--- config.mk ---
export PLATFORM = sky130hd
export DESIGN_NAME = wdt_core
export DESIGN_NICKNAME = d
export VERILOG_FILES = /design/src/inc/wdt_pkg.sv /design/src/hw/wdt_sync.sv /design/src/hw/wdt_core.sv
export VERILOG_INCLUDE_DIRS = /design/src /design/src/inc
export SDC_FILE = /design/constraint.sdc
export NUM_CORES = 2
export LEC_CHECK = 0
export BUFFER_PORTS_ARGS = -buffer_cell sky130_fd_sc_hd__buf_2
export CORE_ASPECT_RATIO = 1.5
export CORE_MARGIN = 2
export CORE_UTILIZATION = 70
export CTS_CLUSTER_SIZE = 30
export DETAILED_ROUTE_END_ITERATION = 12
export GPL_TIMING_DRIVEN = 0
export PLACE_DENSITY = 0.94
export SKIP_LAST_GASP = 1
export SLEW_MARGIN = 10
export SYNTH_ARGS = -nofsm -noshare
export SYNTH_HDL_FRONTEND = slang
export SYNTH_SLANG_ARGS = --single-unit
--- constraint.sdc ---
create_clock -name aclk -period 65.5 [get_ports aclk]
set_clock_uncertainty 0.2 [all_clocks]
set_input_delay 6.55 -clock aclk [delete_from_list [all_inputs] [get_ports aclk]]
set_output_delay 6.55 -clock aclk [all_outputs]
set_load 0.01 [all_outputs]
--- src/inc/wdt_params.svh ---
// Constants of the watchdog block: bus offsets, field positions, reset values and timing.
// Assumes a 100 MHz core clock and a 32-bit AXI4-Lite register bus with 12-bit addresses.
`ifndef WDT_PARAMS_SVH
`define WDT_PARAMS_SVH

`define WDT_CLK_MHZ          100
`define WDT_STARTUP_US       150
`define WDT_STARTUP_CYC      (`WDT_STARTUP_US * `WDT_CLK_MHZ)
`define WDT_CYC_PER_MS       (1000 * `WDT_CLK_MHZ)
`define WDT_PRESET_LONG_MS   1600
`define WDT_PRESET_SHORT_MS  200
`define WDT_CAP_SLOPE_X10    774
`define WDT_CAP_OFFSET_MS    55
`define WDT_PF_X10_PER_NF    10000

`define WDT_OFF_CTRL         12'h000
`define WDT_OFF_CAP          12'h004
`define WDT_OFF_STATUS       12'h008
`define WDT_OFF_IRQ_STS      12'h00C
`define WDT_OFF_IRQ_CLR      12'h010
`define WDT_OFF_IRQ_EN       12'h014

`define WDT_CTRL_USE_CAP     0
`define WDT_ST_ENABLED       0
`define WDT_ST_MODE_LO       1
`define WDT_ST_FAULT_PIN     3
`define WDT_ST_EN_PIN        4
`define WDT_ST_SEL_PIN       5
`define WDT_ST_CAP_PIN       6
`define WDT_IRQ_FAULT        0
`define WDT_IRQ_KICK         1
`define WDT_IRQ_START        2

`define WDT_CAP_RST          32'h0000_0A8C
`define WDT_IRQ_EN_RST       3'h0
`define WDT_RESP_OKAY        2'h0
`define WDT_RESP_SLVERR      2'h2

`endif

--- src/inc/wdt_pkg.sv ---
// Types shared by the watchdog block: bus carriers, watchdog modes and the core state.
// Assumes wdt_params.svh is on the include path.
`include "wdt_params.svh"

package wdt_pkg;

    typedef enum logic [1:0] {
        WDT_OFF   = 2'h0,
        WDT_START = 2'h1,
        WDT_RUN   = 2'h3,
        WDT_FAULT = 2'h2
    } wdt_mode_type;

    typedef struct packed {
        logic [11:0] awaddr;
        logic        awvalid;
        logic [31:0] wdata;
        logic [3:0]  wstrb;
        logic        wvalid;
        logic        bready;
        logic [11:0] araddr;
        logic        arvalid;
        logic        rready;
    } wdt_axi_req_type;

    typedef struct packed {
        logic        awready;
        logic        wready;
        logic        bvalid;
        logic [1:0]  bresp;
        logic        arready;
        logic        rvalid;
        logic [31:0] rdata;
        logic [1:0]  rresp;
    } wdt_axi_rsp_type;

    typedef struct packed {
        wdt_axi_rsp_type axi;
        logic            aw_hold;
        logic [11:0]     aw_addr;
        logic            w_hold;
        logic [31:0]     w_data;
        logic [3:0]      w_strb;
        logic            use_cap;
        logic [31:0]     cap_pf;
        logic [2:0]      irq_sts;
        logic [2:0]      irq_en;
        logic            irq;
        wdt_mode_type    mode;
        logic [47:0]     cnt;
        logic [47:0]     tmo;
        logic            kick_prev;
        logic            ena_out;
        logic            fault_oe;
    } wdt_state_type;

endpackage

--- src/hw/wdt_sync.sv ---
// Two-flop synchroniser for a group of asynchronous pin levels.
// Assumes the pins are quasi-static levels; only the second stage is read outside.
`timescale 1ns/10ps
`default_nettype none

module wdt_sync #(
    parameter int WIDTH = 1
) (
    input  wire logic             aclk,
    input  wire logic             aresetn,
    input  wire logic [WIDTH-1:0] pin_in,
    output var  logic [WIDTH-1:0] pin_sync
);
    // Stage 0 feeds only stage 1.
    logic [1:0][WIDTH-1:0] st_q;
    logic [1:0][WIDTH-1:0] st_d;

    always_comb begin
        st_d    = st_q;
        st_d[0] = pin_in;
        st_d[1] = st_q[0];
    end

    always_ff @(posedge aclk) begin
        if (!aresetn) begin
            st_q <= '0;
        end else begin
            st_q <= st_d;
        end
    end

    assign pin_sync = st_q[1];

endmodule

`default_nettype wire

--- src/hw/wdt_core.sv ---
// Watchdog timer with enable and select disables, open-drain fault pin and AXI4-Lite registers.
// Assumes pins are asynchronous to aclk and that software configures the timeout source.
//
// Operation
// RQ1: Disabled watchdog ignores kicks, releases fault pin.
// RQ2: Re-enable waits 150 us before timing.
// RQ3: Watchdog runs only while select is high.
// RQ4: Select disable leaves enable status untouched.
// RQ5: Enable status output mirrors enable input.
// RQ6: Enable low: status low, fault released.
// RQ7: Controller kicks before minimum timeout elapses.
// RQ8: Missing kick after enable asserts fault low.
// RQ9: Capacitor timeout is 77.4 ms/nF plus 55.
// RQ10: Presets 1600 ms floating, 200 ms pulled.
// RQ11: Kick interval beyond timeout asserts fault.
// RQ12: Each enabled falling kick restarts count. Kicks during the start-up delay are ignored and do not restart its count.
`timescale 1ns/10ps
`default_nettype none
`include "wdt_params.svh"

module wdt_core #(
    parameter logic [47:0] STARTUP_CYC  = 48'(`WDT_STARTUP_CYC),
    parameter logic [47:0] CYC_PER_MS   = 48'(`WDT_CYC_PER_MS),
    parameter logic [47:0] PRESET_LONG  = 48'(`WDT_PRESET_LONG_MS * `WDT_CYC_PER_MS),
    parameter logic [47:0] PRESET_SHORT = 48'(`WDT_PRESET_SHORT_MS * `WDT_CYC_PER_MS)
) (
    input  wire logic                     aclk,
    input  wire logic                     aresetn,
    input  wire wdt_pkg::wdt_axi_req_type axi_req,
    output var  wdt_pkg::wdt_axi_rsp_type axi_rsp,
    input  wire logic                     kick_input,
    input  wire logic                     timeout_select,
    input  wire logic                     enable_in,
    input  wire logic                     timing_cap_pin,
    input  wire logic                     fault_output_n_i,
    output var  logic                     fault_output_n_o,
    output var  logic                     fault_output_n_oe,
    output var  logic                     enable_status_out,
    output var  logic                     irq
);
    import wdt_pkg::*;

    wdt_state_type s_q;
    wdt_state_type s_d;

    // Synced pin levels; logic never reads a raw pin.
    logic [4:0]  pin_s;
    logic        kick_s;
    logic        sel_s;
    logic        en_s;
    logic        cap_pin_s;
    logic        flt_s;
    logic        ena;
    logic        kick_fall;
    logic        wr_go;
    logic        wr_hit;
    logic        rd_hit;
    logic [31:0] wmask;
    logic [31:0] rd_data;
    logic [2:0]  ev;
    logic [2:0]  clr;
    logic [47:0] cap_ms;
    logic [47:0] cap_cyc;
    logic [47:0] tmo_sel;

    wdt_sync #(
        .WIDTH(5)
    ) u_sync (
        .aclk    (aclk),
        .aresetn (aresetn),
        .pin_in  ({fault_output_n_i, timing_cap_pin, enable_in,
                   timeout_select, kick_input}),
        .pin_sync(pin_s)
    );

    assign kick_s    = pin_s[0];
    assign sel_s     = pin_s[1];
    assign en_s      = pin_s[2];
    assign cap_pin_s = pin_s[3];
    assign flt_s     = pin_s[4];

    // Both the enable pin and the select pin must be high to run.
    // Each pin reaches the sequencer two edges after it moves, which is
    // negligible against the start-up delay.
    assign ena       = en_s & sel_s; // [RQ3]
    // The previous level resets low while the pin idles high, so reset
    // never looks like a kick.
    assign kick_fall = s_q.kick_prev & ~kick_s;

    // The divider is deep but the capacitance changes only by software,
    // and the result is registered before the counter compares against it.
    always_comb begin
        cap_ms  = ((48'(s_q.cap_pf) * 48'(`WDT_CAP_SLOPE_X10))
                  / 48'(`WDT_PF_X10_PER_NF)) + 48'(`WDT_CAP_OFFSET_MS); // [RQ9]
        cap_cyc = 48'(cap_ms * CYC_PER_MS);
        if (s_q.use_cap) begin
            tmo_sel = cap_cyc; // [RQ9]
        end else if (cap_pin_s) begin
            tmo_sel = PRESET_SHORT; // [RQ10]
        end else begin
            tmo_sel = PRESET_LONG; // [RQ10]
        end
    end

    always_comb begin
        wmask = {{8{s_q.w_strb[3]}}, {8{s_q.w_strb[2]}},
                 {8{s_q.w_strb[1]}}, {8{s_q.w_strb[0]}}};
        wr_go = s_q.aw_hold & s_q.w_hold & ~s_q.axi.bvalid;
        unique case (s_q.aw_addr)
            `WDT_OFF_CTRL,
            `WDT_OFF_CAP,
            `WDT_OFF_IRQ_CLR,
            `WDT_OFF_IRQ_EN: wr_hit = 1'b1;
            default:         wr_hit = 1'b0;
        endcase
        clr = '0;
        if (wr_go && s_q.aw_addr == `WDT_OFF_IRQ_CLR) begin
            clr = s_q.w_data[2:0] & wmask[2:0];
        end
    end

    // Register map, one aligned word each:
    // 0x00 control, bit 0 takes the timeout from the capacitance word.
    // 0x04 capacitance in picofarads.
    // 0x08 status, read only: enabled, mode, then the synced pin levels.
    // 0x0C sticky event flags: timeout fault, kick taken, start-up done.
    // 0x10 event clear, write one to clear; it reads as zero.
    // 0x14 event enable, laid out as the flags.
    always_comb begin
        rd_data = '0;
        rd_hit  = 1'b1;
        unique case (axi_req.araddr)
            `WDT_OFF_CTRL: begin
                rd_data[`WDT_CTRL_USE_CAP] = s_q.use_cap;
            end
            `WDT_OFF_CAP: begin
                rd_data = s_q.cap_pf;
            end
            `WDT_OFF_STATUS: begin
                rd_data[`WDT_ST_ENABLED]                  = ena;
                rd_data[`WDT_ST_MODE_LO+1:`WDT_ST_MODE_LO] = s_q.mode;
                rd_data[`WDT_ST_FAULT_PIN]                = flt_s;
                rd_data[`WDT_ST_EN_PIN]                   = en_s;
                rd_data[`WDT_ST_SEL_PIN]                  = sel_s;
                rd_data[`WDT_ST_CAP_PIN]                  = cap_pin_s;
            end
            `WDT_OFF_IRQ_STS: begin
                rd_data[2:0] = s_q.irq_sts;
            end
            `WDT_OFF_IRQ_EN: begin
                rd_data[2:0] = s_q.irq_en;
            end
            `WDT_OFF_IRQ_CLR: begin
                rd_data = '0;
            end
            default: begin
                rd_hit = 1'b0;
            end
        endcase
    end

    always_comb begin
        s_d = s_q;
        ev  = '0;

        // Write channel: address and data are latched independently.
        // Only one write is under way: both readies stay low until the answer is taken.
        // Read-only and unmapped words change nothing and answer with a slave error.
        if (s_q.axi.bvalid && axi_req.bready) begin
            s_d.axi.bvalid = 1'b0;
        end
        if (s_q.axi.awready && axi_req.awvalid) begin
            s_d.aw_hold = 1'b1;
            s_d.aw_addr = axi_req.awaddr;
        end
        if (s_q.axi.wready && axi_req.wvalid) begin
            s_d.w_hold = 1'b1;
            s_d.w_data = axi_req.wdata;
            s_d.w_strb = axi_req.wstrb;
        end
        if (wr_go) begin
            s_d.aw_hold    = 1'b0;
            s_d.w_hold     = 1'b0;
            s_d.axi.bvalid = 1'b1;
            s_d.axi.bresp  = wr_hit ? `WDT_RESP_OKAY : `WDT_RESP_SLVERR;
            if (s_q.aw_addr == `WDT_OFF_CTRL && s_q.w_strb[0]) begin
                s_d.use_cap = s_q.w_data[`WDT_CTRL_USE_CAP];
            end
            if (s_q.aw_addr == `WDT_OFF_CAP) begin
                s_d.cap_pf = (s_q.cap_pf & ~wmask) | (s_q.w_data & wmask);
            end
            if (s_q.aw_addr == `WDT_OFF_IRQ_EN && s_q.w_strb[0]) begin
                s_d.irq_en = s_q.w_data[2:0];
            end
        end
        s_d.axi.awready = ~s_d.aw_hold & ~s_d.axi.bvalid;
        s_d.axi.wready  = ~s_d.w_hold & ~s_d.axi.bvalid;

        // Read channel: one read outstanding, answered the cycle after.
        // The data word is captured at the address handshake and stands until taken.
        if (s_q.axi.rvalid && axi_req.rready) begin
            s_d.axi.rvalid = 1'b0;
        end
        if (s_q.axi.arready && axi_req.arvalid) begin
            s_d.axi.rvalid = 1'b1;
            s_d.axi.rdata  = rd_data;
            s_d.axi.rresp  = rd_hit ? `WDT_RESP_OKAY : `WDT_RESP_SLVERR;
        end
        s_d.axi.arready = ~s_d.axi.rvalid;

        // Watchdog sequencer.
        // Off holds the count at zero and ignores the kick pin.
        // Start counts out the start-up delay; kicks are still ignored.
        // Run counts cycles since entry or the last kick and faults at the timeout.
        // Fault pulls the pin until a kick or a disable ends it.
        s_d.kick_prev = kick_s;
        // A new timeout source takes effect one cycle later, as it is registered.
        s_d.tmo       = tmo_sel;
        unique case (s_q.mode)
            WDT_OFF: begin
                // Kicks and missing kicks are ignored here.
                s_d.cnt = '0; // [RQ1]
                if (ena) begin
                    s_d.mode = WDT_START; // [RQ2]
                end
            end
            WDT_START: begin
                if (!ena) begin
                    s_d.mode = WDT_OFF; // [RQ1]
                    s_d.cnt  = '0;
                end else if (s_q.cnt >= STARTUP_CYC - 48'h0000_0000_0001) begin
                    s_d.mode             = WDT_RUN; // [RQ2]
                    s_d.cnt              = '0;
                    ev[`WDT_IRQ_START]   = 1'b1;
                end else begin
                    s_d.cnt = s_q.cnt + 48'h0000_0000_0001;
                end
            end
            WDT_RUN: begin
                if (!ena) begin
                    s_d.mode = WDT_OFF; // [RQ1]
                    s_d.cnt  = '0;
                end else if (kick_fall) begin
                    s_d.cnt           = '0; // [RQ12]
                    ev[`WDT_IRQ_KICK] = 1'b1;
                end else if (s_q.cnt >= s_q.tmo - 48'h0000_0000_0001) begin
                    s_d.mode           = WDT_FAULT; // [RQ8] [RQ11]
                    s_d.cnt            = '0;
                    ev[`WDT_IRQ_FAULT] = 1'b1;
                end else begin
                    s_d.cnt = s_q.cnt + 48'h0000_0000_0001;
                end
            end
            WDT_FAULT: begin
                // A fresh kick ends the fault and restarts supervision.
                if (!ena) begin
                    s_d.mode = WDT_OFF; // [RQ1] [RQ6]
                end else if (kick_fall) begin
                    s_d.mode          = WDT_RUN; // [RQ12]
                    s_d.cnt           = '0;
                    ev[`WDT_IRQ_KICK] = 1'b1;
                end
            end
        endcase

        // The pin is pulled low only in the fault state, else released.
        s_d.fault_oe = (s_d.mode == WDT_FAULT); // [RQ1] [RQ6] [RQ8]
        // Status follows the enable pin alone, never the select pin.
        s_d.ena_out  = en_s; // [RQ4] [RQ5] [RQ6]

        // A new event wins over a clear in the same cycle.
        // The interrupt uses the next flags and enables, so it moves on the same edge
        // as the write that changes them.
        s_d.irq_sts = (s_q.irq_sts & ~clr) | ev;
        s_d.irq     = |(s_d.irq_sts & s_d.irq_en);
    end

    // Synchronous reset; the bus readies come up high so a request can be
    // taken on the first edge after release.
    always_ff @(posedge aclk) begin
        if (!aresetn) begin
            s_q             <= '0;
            s_q.mode        <= WDT_OFF;
            s_q.cap_pf      <= `WDT_CAP_RST;
            s_q.irq_en      <= `WDT_IRQ_EN_RST;
            s_q.tmo         <= PRESET_LONG;
            s_q.axi.awready <= 1'b1;
            s_q.axi.wready  <= 1'b1;
            s_q.axi.arready <= 1'b1;
        end else begin
            s_q <= s_d;
        end
    end

    assign axi_rsp           = s_q.axi;
    // The open-drain pin only ever pulls low; the fault state alone decides when.
    assign fault_output_n_o  = 1'b0;
    assign fault_output_n_oe = s_q.fault_oe;
    assign enable_status_out = s_q.ena_out;
    assign irq               = s_q.irq;

endmodule

`default_nettype wire

==> results.cfg <==
[status]
outcome = complete, no violations

[global_route]
grt_pass1_vias = 34377
grt_max_degree = 19
global_route_wire_length_before_repair_mm = 165
antenna_found_initial = 1
gr-total-overflow = 0
grt_util_all_layers_pct = 39.8

[clocking]
post-cts-setup-buffer-count = 0
path_clk_slew_ns = 0.10
htree_levels = 1
cts_tree = built
cts_num_sinks = 235
cts_hold_buffers = 0
cts.path.max_buffers = 3
cts_buffer_count = 18
clkLatencyLatePin_ns = 0.53
postCtsResizedCells = 0
ctsRootBufferMaster = sky130_fd_sc_hd__clkbuf_16

[place]
finalWeightedCongestion = 0.993
place.detailed.hpwl_mm = 78.2
port_buffers = 110

[timing]
timing.setup.tns_ns = 0
finalCriticalPeriod_ns = 45.71
finalSetupViolCount = 0
timing_worst_slew_pin_value_ns = 1.43
final-hold-violation-count = 0
max-slew-margin-rel_pct = 3.93
unrepaired_setup_endpoints_after_global_routing = false
fin_crit_sh_pct = 69.8
maxClockFrequency_mhz = 21.9
finalMaxSlewViolations = 0

[routing]
vias = 34019
drt-vias-per-instance = 6.82
drc = 0
drtIter0Drc = 3163
final_antenna_net_count = 0
drtPass1Iterations = 10
drt_wl_total_mm = 101
detail_route.wl_per_cell_um = 20.4

[synthesis]
synth_compound_area_share_pct = 24.4
post_synth_num_cell_types = 142
synth_xor_xnor_area_share_pct = 9.89
synth_largest_type_area_fraction_pct = 13.9
syn-mean-instance-area_um2 = 7.97
yosysSeqAreaShare_pct = 13.9
synth_mux_area_share_pct = 2.91
yosys.area.top_type = sky130_fd_sc_hd__dfxtp_1
synth_top_flop_cell = sky130_fd_sc_hd__dfxtp_1
syn-cell-area_um2 = 33800
synth.top_cells.by_count = 389 x sky130_fd_sc_hd__inv_1, 347 x sky130_fd_sc_hd__ha_1, 331 x sky130_fd_sc_hd__nand2_1, 309 x sky130_fd_sc_hd__nor2_1, 246 x sky130_fd_sc_hd__xnor2_1
synth.ff_latch_count = 235
synth_edf_count = 0
synth-simple-area-share_pct = 20.5
netlist_instances = 4239
yosysWarningCount = 0
synthAdderAreaFrac_pct = 21.3
synthMostInstantiatedCell = sky130_fd_sc_hd__inv_1
synth_async_sr_flop_share_pct = 0
synth_top_family_by_area = compound AO/OA/AOI/OAI gates
ys_top_cells_by_area = sky130_fd_sc_hd__dfxtp_1 14%, sky130_fd_sc_hd__ha_1 13%, sky130_fd_sc_hd__fa_1 7.5%

[worst_setup_path]
crit_slowest_cell = sky130_fd_sc_hd__a222oi_1
reg2reg_depth = 156
critPathKind = flop to flop
cp_slowest_stage_delay_ns = 0.89
cp_arrival_ns = 45.91
critical_path_peak_fanout = 10
worst_setup_path_start_kind = flop
cp_data_required_time_ns = 65.70
worst_path_most_repeated_cell = sky130_fd_sc_hd__a21oi_1
worstSetupEndpointType = flop

[floorplan]
fp.dieH_um = 273
floorplan.initialDensity_pct = 70.8
rows = 98
boundaryPins = 117
core_area_um2 = 47700
die_w_um = 183
floorplan.die_area_um2 = 50100

[worst_hold_path]
hold_path_cell_cnt = 1
hold_path_class = flop to flop

[layout]
antennaDiodeCount = 0
layout-area-overhead-vs-synth_pct = 5.66
multi_input_comb_area_um2 = 26700
layout.area.seq_um2 = 4700
fillerInstances = 3212
drive_gt1_share_pct = 9.30
numnets_final = 4921

[flow_run]
maxCapViolations = 0
routing by layer:
layer | GRT usage, % | up-vias | part of all wire [%]
met4 | 32.2 | 2 | 8.9
li1 | - | 15462 | -
met5 | 0 | - | 0.0069
met2 | 72.1 | 2002 | 49
met1 | 40.5 | 15815 | 35
met3 | 5.82 | 738 | 6.8
path summary, 6_finish.rpt:
kind	from	endpoint	slack [ns]
worst max register to register	flop	s_q[49]	19.79
worst max-delay path	flop	s_q[49]	19.79
worst min register to register	u_sync.st_d[8]	u_sync.pin_sync[3]	0.24
worst min-delay path	u_sync.st_d[8]	u_sync.pin_sync[3]	0.24
cell type report:
class | instances | share of cell area [%]
Clock inverter | 3 | 0.0736
Inverter | 391 | 4.11
Multi-Input combinational cell | 3449 | 74.9
Timing Repair Buffer | 110 | 1.54
Clock buffer | 28 | 1.56
Sequential cell | 235 | 13.2
Buffer | 170 | 2.52
Tap cell | 600 | 2.10
worst max-delay path: cells and delay by family, from the launching register on:
kind | cells | cell delay (ns)
fa+ha+maj | 13 | 4.85
compound gates | 86 | 25.57
flops | 1 | 0.51
mux | 4 | 1.93
simple gates | 28 | 7.17
xor+xnor | 10 | 3.19
buf+inv | 15 | 2.05
layout by cell type (no fill, tap or decap), types with 45 or more instances in the layout:
cell,count
sky130_fd_sc_hd__o21ai_0,155
sky130_fd_sc_hd__buf_4,49
sky130_fd_sc_hd__nor3_1,112
sky130_fd_sc_hd__clkbuf_1,89
sky130_fd_sc_hd__and2_1,47
sky130_fd_sc_hd__a22oi_1,46
sky130_fd_sc_hd__nor2b_1,117
sky130_fd_sc_hd__nand3_1,84
sky130_fd_sc_hd__nor4_1,46
sky130_fd_sc_hd__nor2_1,309
sky130_fd_sc_hd__dfxtp_1,235
sky130_fd_sc_hd__xnor2_1,246
sky130_fd_sc_hd__a21o_1,52
sky130_fd_sc_hd__nand2_1,331
sky130_fd_sc_hd__xor2_1,100
sky130_fd_sc_hd__fa_1,127
sky130_fd_sc_hd__or3_1,52
sky130_fd_sc_hd__mux2i_1,73
sky130_fd_sc_hd__a21oi_1,231
sky130_fd_sc_hd__nand2b_1,45
sky130_fd_sc_hd__buf_2,137
sky130_fd_sc_hd__inv_1,389
sky130_fd_sc_hd__and3_1,45
sky130_fd_sc_hd__a21boi_0,67
sky130_fd_sc_hd__ha_1,347
metrics by stage:
step / worst slack [ns] / hold WS (ns) / cell area (µm²) / cells / utilization [%]
CTS: 21.16 / 0.234 / 35700 / 4986 / 74.8
global route: 16.82 / 0.265 / 35700 / 4986 / 74.8
floorplan: 28.65 / 0.212 / 33800 / 4245 / -
finish: 19.79 / 0.237 / 35700 / 4986 / 74.8
detailed placement: 21.55 / 0.221 / 35100 / 4955 / 73.6
global placement: 22.94 / 0.215 / 35100 / 4955 / 73.6
logic make-up after synthesis:
kind of cell               after synthesis
AOI/OAI and AO/OA                     1122
adders and majority gates              505
xor gates and xnor gates               364
other                                    1
muxes                                   92
DFF                                    235
buffers and inverters                  561
and+or+nand+nor                       1359
Power is left out: the tool's default activity adds up to more than one toggle a clock period on the data nets, which glitch-free logic cannot reach.
